[config.mk]
export PLATFORM = sky130hd
export DESIGN_NAME = wdg_timer
export DESIGN_NICKNAME = d
export VERILOG_FILES = /design/src/inc/wdg_pkg.sv /design/src/core/wdg_tick.sv /design/src/core/wdg_timer.sv
export SDC_FILE = /design/constraint.sdc
export NUM_CORES = 1
export LEC_CHECK = 0
export BUFFER_PORTS_ARGS = -buffer_cell sky130_fd_sc_hd__buf_2
export CORE_MARGIN = 8
export CORE_UTILIZATION = 54
export DETAILED_ROUTE_END_ITERATION = 8
export PLACE_DENSITY_LB_ADDON = 0.08
export SLEW_MARGIN = 0
export SYNTH_ARGS = -nofsm -noshare
export SYNTH_HDL_FRONTEND = slang
export SYNTH_SLANG_ARGS = --single-unit
[constraint.sdc]
create_clock -name clk -period 3.5 [get_ports clk]
set_clock_uncertainty 0.05 [all_clocks]
set_input_delay 0.7 -clock clk [delete_from_list [all_inputs] [get_ports clk]]
set_output_delay 0.7 -clock clk [all_outputs]
set_load 0.01 [all_outputs]
[src/inc/wdg_pkg.sv]
// Constants and types shared by the windowed guard timer design.
package wdg_pkg;

  // ----------------------------------------------------------------
  // Counter geometry
  // ----------------------------------------------------------------
  localparam int          CNT_W        = 24;
  localparam int          PRE_DIV      = 4;
  localparam int          PRE_W        = 2;
  localparam logic [23:0] CNT_MIN      = 24'h0000FF;
  localparam logic [23:0] CNT_MAX      = 24'hFFFFFF;
  localparam logic [23:0] CNT_RST      = 24'h0000FF;
  localparam logic [23:0] WINDOW_RST   = 24'hFFFFFF;
  localparam logic [9:0]  WARN_RST     = 10'h000;
  localparam logic [23:0] CNT_ZERO     = 24'h000000;
  localparam logic [1:0]  PRE_LAST     = 2'h3;

  // ----------------------------------------------------------------
  // Feed sequence bytes
  // ----------------------------------------------------------------
  localparam logic [7:0]  FEED_FIRST   = 8'hAA;
  localparam logic [7:0]  FEED_SECOND  = 8'h55;

  // ----------------------------------------------------------------
  // Counting clock selection
  // ----------------------------------------------------------------
  typedef enum logic [1:0] {
    WDG_SRC_INTERNAL_RC = 2'h0,
    WDG_SRC_DEDICATED   = 2'h1,
    WDG_SRC_MAIN        = 2'h2
  } wdg_src_t;

  // Feed sequencer states, Gray coded.
  typedef enum logic [1:0] {
    WDG_FEED_IDLE = 2'h0,
    WDG_FEED_HALF = 2'h1
  } wdg_feed_t;

endpackage

[src/core/wdg_tick.sv]
// Fixed divide-by-four prescaler for the guard counter.
`timescale 1ns/1ps
module wdg_tick #(
  parameter int DIV = wdg_pkg::PRE_DIV
) (
  input  wire logic clk,
  input  wire logic rst,
  input  wire logic run,
  input  wire logic restart,
  input  wire logic tick_in,
  output logic      tick
);

  logic [wdg_pkg::PRE_W-1:0] cnt;
  logic [wdg_pkg::PRE_W-1:0] next_cnt;
  logic                      next_tick;

  // Last prescaler state before a tick, derived from the division ratio.
  localparam int LAST = DIV - 1;

  // Restart realigns the prescaler so every period starts whole.
  always_comb begin
    next_cnt  = cnt;
    next_tick = 1'b0;
    if (!run || restart) begin
      next_cnt = '0;
    end else if (tick_in) begin
      if (cnt == LAST[wdg_pkg::PRE_W-1:0]) begin
        next_cnt  = '0;
        next_tick = 1'b1;
      end else begin
        next_cnt = cnt + 1'b1;
      end
    end
  end

  always_ff @(posedge clk or posedge rst) begin
    if (rst) begin
      cnt  <= '0;
      tick <= 1'b0;
    end else begin
      cnt  <= next_cnt;
      tick <= next_tick;
    end
  end

endmodule

[src/core/wdg_timer.sv]
// Windowed guard timer: 24-bit count, feed check, window and warning.
`timescale 1ns/1ps

module wdg_timer #(
  parameter int          CW         = wdg_pkg::CNT_W,
  parameter bit          WINDOWED   = 1'b1,
  parameter logic [23:0] CNT_RST    = wdg_pkg::CNT_RST,
  parameter logic [23:0] WINDOW_RST = wdg_pkg::WINDOW_RST
) (
  input  wire logic          clk,
  input  wire logic          rst,
  input  wire logic          por_flag_clear,
  input  wire logic          enable_set,
  input  wire logic          int_mode,
  input  wire logic          window_on,
  input  wire logic [1:0]    src_sel,
  input  wire logic          internal_rc_oscillator,
  input  wire logic          dedicated_guard_oscillator,
  input  wire logic          main_clock_tick,
  input  wire logic          reload_we,
  input  wire logic [CW-1:0] reload_value,
  input  wire logic          window_we,
  input  wire logic [CW-1:0] window_value,
  input  wire logic [9:0]    warn_value,
  input  wire logic          feed_we,
  input  wire logic [7:0]    feed_data,
  input  wire logic          int_clear,
  input  wire logic          caused_reset,
  output logic               enabled,
  output logic               sys_reset,
  output logic               timeout_int,
  output logic               warn_int,
  output logic               reset_flag,
  output logic [CW-1:0]      count
);

  // ----------------------------------------------------------------
  // Counting clock selection
  // ----------------------------------------------------------------
  logic guard_count_clock;

  // The windowed variant has no main-clock path; that code then counts
  // nothing, which is safer than silently falling back to another source.
  always_comb begin
    case (src_sel)
      wdg_pkg::WDG_SRC_INTERNAL_RC: guard_count_clock = internal_rc_oscillator;
      wdg_pkg::WDG_SRC_DEDICATED:
        guard_count_clock = dedicated_guard_oscillator;
      wdg_pkg::WDG_SRC_MAIN: guard_count_clock = !WINDOWED && main_clock_tick;
      default: guard_count_clock = 1'b0;
    endcase
  end

  // ----------------------------------------------------------------
  // Configuration state
  // ----------------------------------------------------------------
  logic [CW-1:0] reload;
  logic [CW-1:0] window;
  logic [CW-1:0] next_reload;
  logic [CW-1:0] next_window;

  function automatic logic [CW-1:0] clamp_min(input logic [CW-1:0] v);
    clamp_min = (v < CW'(wdg_pkg::CNT_MIN)) ? CW'(wdg_pkg::CNT_MIN) : v;
  endfunction

  always_comb begin
    next_reload = reload;
    next_window = window;
    if (reload_we) begin
      next_reload = clamp_min(reload_value);
    end
    if (window_we) begin
      next_window = window_value;
    end
  end

  always_ff @(posedge clk or posedge rst) begin
    if (rst) begin
      reload <= CNT_RST;
      window <= WINDOW_RST;
    end else begin
      reload <= next_reload;
      window <= next_window;
    end
  end

  // ----------------------------------------------------------------
  // Feed sequencer
  // ----------------------------------------------------------------
  wdg_pkg::wdg_feed_t feed_st;
  wdg_pkg::wdg_feed_t next_feed_st;
  logic               feed_ok;
  logic               feed_bad;

  always_comb begin
    next_feed_st = feed_st;
    feed_ok      = 1'b0;
    feed_bad     = 1'b0;
    if (feed_we) begin
      case (feed_st)
        wdg_pkg::WDG_FEED_IDLE: begin
          if (feed_data == wdg_pkg::FEED_FIRST) begin
            next_feed_st = wdg_pkg::WDG_FEED_HALF;
          end else begin
            feed_bad = 1'b1;
          end
        end
        wdg_pkg::WDG_FEED_HALF: begin
          next_feed_st = wdg_pkg::WDG_FEED_IDLE;
          if (feed_data == wdg_pkg::FEED_SECOND) begin
            feed_ok = 1'b1;
          end else begin
            feed_bad = 1'b1;
          end
        end
        default: next_feed_st = wdg_pkg::WDG_FEED_IDLE;
      endcase
    end
  end

  // ----------------------------------------------------------------
  // Prescaler and counter
  // ----------------------------------------------------------------
  logic          tick;
  logic          early;
  logic          reload_now;
  logic          violation;
  logic          expire;
  logic [CW-1:0] next_count;

  // A feed with the counter still above the window value is too early.
  assign early      = window_on && (count > window);
  assign reload_now = feed_ok && !early;
  assign violation  = enabled && (feed_bad || (feed_ok && early));

  wdg_tick #(
    .DIV (wdg_pkg::PRE_DIV)
  ) u_tick (
    .clk     (clk),
    .rst     (rst),
    .run     (enabled),
    .restart (reload_now),
    .tick_in (guard_count_clock),
    .tick    (tick)
  );

  assign expire = enabled && tick && (count == CW'(wdg_pkg::CNT_ZERO));

  always_comb begin
    next_count = count;
    if (reload_now || (!enabled && enable_set)) begin
      next_count = reload;
    end else if (tick && enabled && count != CW'(wdg_pkg::CNT_ZERO)) begin
      next_count = count - 1'b1;
    end
  end

  // ----------------------------------------------------------------
  // Enable, responses and flags
  // ----------------------------------------------------------------
  logic event_hit;
  logic next_enabled;
  logic next_sys_reset;
  logic next_timeout_int;
  logic next_warn_int;
  logic next_reset_flag;
  logic warn_hit;

  assign event_hit = expire || violation;
  assign warn_hit  = enabled && tick && (count == CW'(warn_value));

  always_comb begin
    next_enabled     = enabled;
    next_sys_reset   = 1'b0;
    next_timeout_int = timeout_int;
    next_warn_int    = warn_int;
    next_reset_flag  = reset_flag;
    // Clearing is not offered: software cannot switch the timer off.
    if (enable_set) begin
      next_enabled = 1'b1;
    end
    if (int_clear) begin
      next_timeout_int = 1'b0;
      next_warn_int    = 1'b0;
    end
    if (warn_hit) begin
      next_warn_int = 1'b1;
    end
    if (event_hit) begin
      next_enabled = 1'b0;
      if (int_mode) begin
        next_timeout_int = 1'b1;
      end else begin
        next_sys_reset = 1'b1;
      end
    end
    if (por_flag_clear) begin
      next_reset_flag = 1'b0;
    end
    if (caused_reset) begin
      next_reset_flag = 1'b1;
    end
  end

  // The reset flag must outlive the chip reset this block issues, so it
  // clears only on rst and on por_flag_clear; caused_reset is fed back by the
  // reset controller after the pulse.
  always_ff @(posedge clk or posedge rst) begin
    if (rst) begin
      feed_st     <= wdg_pkg::WDG_FEED_IDLE;
      count       <= CNT_RST;
      enabled     <= 1'b0;
      sys_reset   <= 1'b0;
      timeout_int <= 1'b0;
      warn_int    <= 1'b0;
    end else begin
      feed_st     <= next_feed_st;
      count       <= next_count;
      enabled     <= next_enabled;
      sys_reset   <= next_sys_reset;
      timeout_int <= next_timeout_int;
      warn_int    <= next_warn_int;
    end
  end

  always_ff @(posedge clk or posedge rst) begin
    if (rst) begin
      reset_flag <= 1'b0;
    end else begin
      reset_flag <= next_reset_flag;
    end
  end

endmodule

==> impl_metrics.toml <==
[detailed_routing]
post_drt_via_cell_ratio = 5.500
drcViolationCount = 0
num_vias = 3542
drt-initial-drc-count = 154
drtPass1Iterations = 5
wire_per_inst_um = 17.16
ant_nets = 0
wl_mm = 11.05

[setup_path]
crit_fanout = 24
path_cells = "inv_1 > ha_1 > nand4_1 > or4_1 > o31ai_1 > nand2_1 > nand3b_2 > buf_4 > mux2_2"
crit_path_max_incr_delay_ns = 0.59
worstSetupPathType = "reg -> reg"
worst_setup_path_start_kind = "flip-flop"
crit_end = "count[8]$_DFFE_PP0P_"
cpMaxStageDelayCell = "or4_1"
cp.required_ns = 3.70
r2r_end = "count[8]$_DFFE_PP0P_"
cp.arrival_ns = 3.26
critPathCaptureType = "flip-flop"
r2r_start = "window[23]$_DFFE_PP1P_"
r2r_cells = 9
startpoint = "window[23]$_DFFE_PP1P_"
rrSetupSlack_ns = 0.43

[clocking]
clock_latency_ns = 0.35
cts_tree = "done"
cts_buffer_depth = 2
post_cts_buffers = 0
numCtsBuffers = 9
cts_hold_buffers = 0
cts_root_buf = "clkbuf_8"
htreeDepth = 3
clkTransAtPathRegs_ns = 0.09
ctsResizeCount = 0
cts.sinks = 81

[floorplan]
rows = 33
coreArea_um2 = 8134
die_y_um = 107.1
io_pins = 111
start_util_pct = 55.13
dieArea_um2 = 11480
die_w_um = 107.1

[sta]
tightest_slew_ns = 0.6943
finalHoldViolations = 0
fin_crit_sh_pct = 87.63
relSlewSlack_pct = 53.71
fmax_mhz = 326.0
setup_tns_ns = 0
min_period_ns = 3.067
fin_ws_ns = 0.4329
grt_setup_unrepaired = "no"
setup_viol = 0
drv_slew = 0

[placement]
place_inst = 628
detailed_place_hpwl_mm = 8.769
gp_congestion = 0.8699
port_buffers = 109
pre_cts_slack_ns = 0.4864

[min_path]
holdCritPathClass = "in -> async"

[power_and_ir_drop]
internal-power_mw = 1.838
swShare_pct = 33.80
pwr-share-clk_pct = 24.6
switchingPower_mw = 0.9387
ir_drop_v = 0.0003226
powerDensity_nw_per_um2 = 517.6
total_power_mw = 2.777
p_comb_share_pct = 29.0
seq_power_share_pct = 46.4
leakage_nw = 2.448

[global_routing]
grt_pass1_wl_mm = 18.26
antenna_found_initial = 0
grt_pass1_vias = 3709
grt_overflow_total = 0
grt_use_total_pct = 19.88
grt_max_degree = 48

[synth]
syn_area_um2 = 4484
synth_edf_count = 0
synth_top_area_share_pct = 23.44
synth_fp_nets = 526
synth_cells = 418
ys_async_sr_fraction_pct = 100.0
dominantRegCellSynth = "dfrtp_1"
synth-seq-area-share_pct = 46.32
yosysUniqueCellTypes = 52
synth_area_leaders = "dfstp_2 23%, dfrtp_1 23%, mux2_2 11%"
yosysTopAreaCell = "dfstp_2"
syn_avg_cell_area_um2 = 10.73
ys_ff_latch = 81
yosysWarnings = 0

[cells_and_area]
diodes = 0
drive_gt1_share_pct = 41.74
nets = 642
area_growth_pct = 19.64
layout.cells.non_filler = 644

[run_status]
status = "completed"

[flow_run]
drv_cap = 0
-- sequential cells by signal (all words and copies together) (netlist names) --
| name | cells |
|---|---|
| count | 24 |
| enabled | 1 |
| feed_st | 1 |
| reload | 24 |
| reset_flag | 1 |
| sys_reset | 1 |
| timeout_int | 1 |
| u_tick.cnt | 2 |
| u_tick.tick | 1 |
| warn_int | 1 |
| window | 24 |
-- Yosys cell counts, drive strengths merged, types with 2 or more instances --
| master | number |
|---|---|
| nand2 | 45 |
| mux2 | 42 |
| dfrtp | 41 |
| dfstp | 40 |
| inv | 30 |
| o21ai | 27 |
| ha | 26 |
| xor2 | 19 |
| nor2 | 15 |
| nand4 | 14 |
| nor4 | 12 |
| xnor2 | 11 |
| a21oi | 10 |
| nor3 | 10 |
| clkbuf | 9 |
| o22a | 8 |
| or4 | 6 |
| nand3 | 5 |
| buf | 4 |
| mux2i | 4 |
| nor4bb | 4 |
| a211oi | 3 |
| a21o | 3 |
| and2 | 3 |
| a31oi | 2 |
| and3 | 2 |
| nor2b | 2 |
| nor3b | 2 |
| o22ai | 2 |
| o31ai | 2 |
-- layout make-up --
type	count	area, um^2
Clock buffer	9	123.9
Fill cell	660	2769
Tap cell	105	131.4
Sequential cell	81	2077
Clock inverter	7	71.32
Inverter	30	113.9
Timing Repair Buffer	118	613.1
Multi-Input combinational cell	294	2235
-- placed cells by master (no fill, tap or decap), drive strengths merged, types with 4 or more instances in the layout --
| cell type | n |
|---|---|
| o21ai | 27 |
| nor4 | 12 |
| ha | 26 |
| nor4bb | 4 |
| xor2 | 19 |
| nor2 | 15 |
| dfstp | 40 |
| mux2 | 42 |
| buf | 118 |
| dfrtp | 41 |
| nor3 | 10 |
| mux2i | 4 |
| a21oi | 10 |
| clkinv | 5 |
| clkbuf | 9 |
| o22a | 8 |
| nand3 | 5 |
| nand2 | 45 |
| nand4 | 14 |
| xnor2 | 11 |
| inv | 29 |
| or4 | 6 |
-- worst min path at each step --
| stage | from | end | slack, ns | cells after the start |
|---|---|---|---|---|
| 2_1_floorplan | window[10]$_DFFE_PP1P_ | window[10]$_DFFE_PP1P_ | 0.41 | 2 |
| 3_3_place_gp | reset_flag$_DFFE_PP0P_ | reset_flag$_DFFE_PP0P_ | 0.40 | 1 |
| 3_5_place_dp | reset_flag$_DFFE_PP0P_ | reset_flag$_DFFE_PP0P_ | 0.42 | 1 |
| 4_1_cts | rst | count[8]$_DFFE_PP0P_ | 0.35 | 2 |
| 5_1_grt | rst | count[8]$_DFFE_PP0P_ | 0.38 | 2 |
| 6_report | rst | count[8]$_DFFE_PP0P_ | 0.35 | 2 |
-- metal layers --
layer	track usage, %	vias to the layer above	share of wire, %
met5	0	-	0
met4	5.025	0	0.70
met3	5.219	10	5.9
met2	32.22	88	49
met1	25.78	1711	45
li1	-	1733	-
-- cells by family after synthesis --
family	after synthesis	synth area share [%]
flops	81	46.32
simple gates	125	15.35
buf+inv	43	3.850
mux	46	11.44
compound gates	67	9.933
xor+xnor	30	5.859
fa+ha+maj	26	7.254
-- stage by stage --
step	cell area, um^2	utilization (%)	hold WS (ns)
after floorplan	4484	-	0.4131
after global placement	5170	63.56	0.4037
after detailed placement	5170	63.56	0.4190
after CTS	5365	65.96	0.3531
after global routing	5365	65.96	0.3837
final	5365	65.96	0.3477
-- power by group through the flow --
stage | clock network, mW | registers (mW) | logic [mW]
floorplan | 0 | 1.30 | 0.485
CTS | 0.698 | 1.29 | 0.816
global placement | 0 | 1.30 | 0.782
global route | 0.740 | 1.31 | 0.908
finish | 0.683 | 1.29 | 0.806
detailed placement | 0 | 1.30 | 0.812
-- worst max-delay path: cells and delay by family, from the launching register on --
kind / cells / cell delay [ns]
compound gates: 1 / 0.34
fa+ha+maj: 1 / 0.29
buf+inv: 2 / 0.36
flops: 1 / 0.52
mux: 1 / 0.39
simple gates: 4 / 0.99
Note: power is estimated with default switching activity, not from simulation.
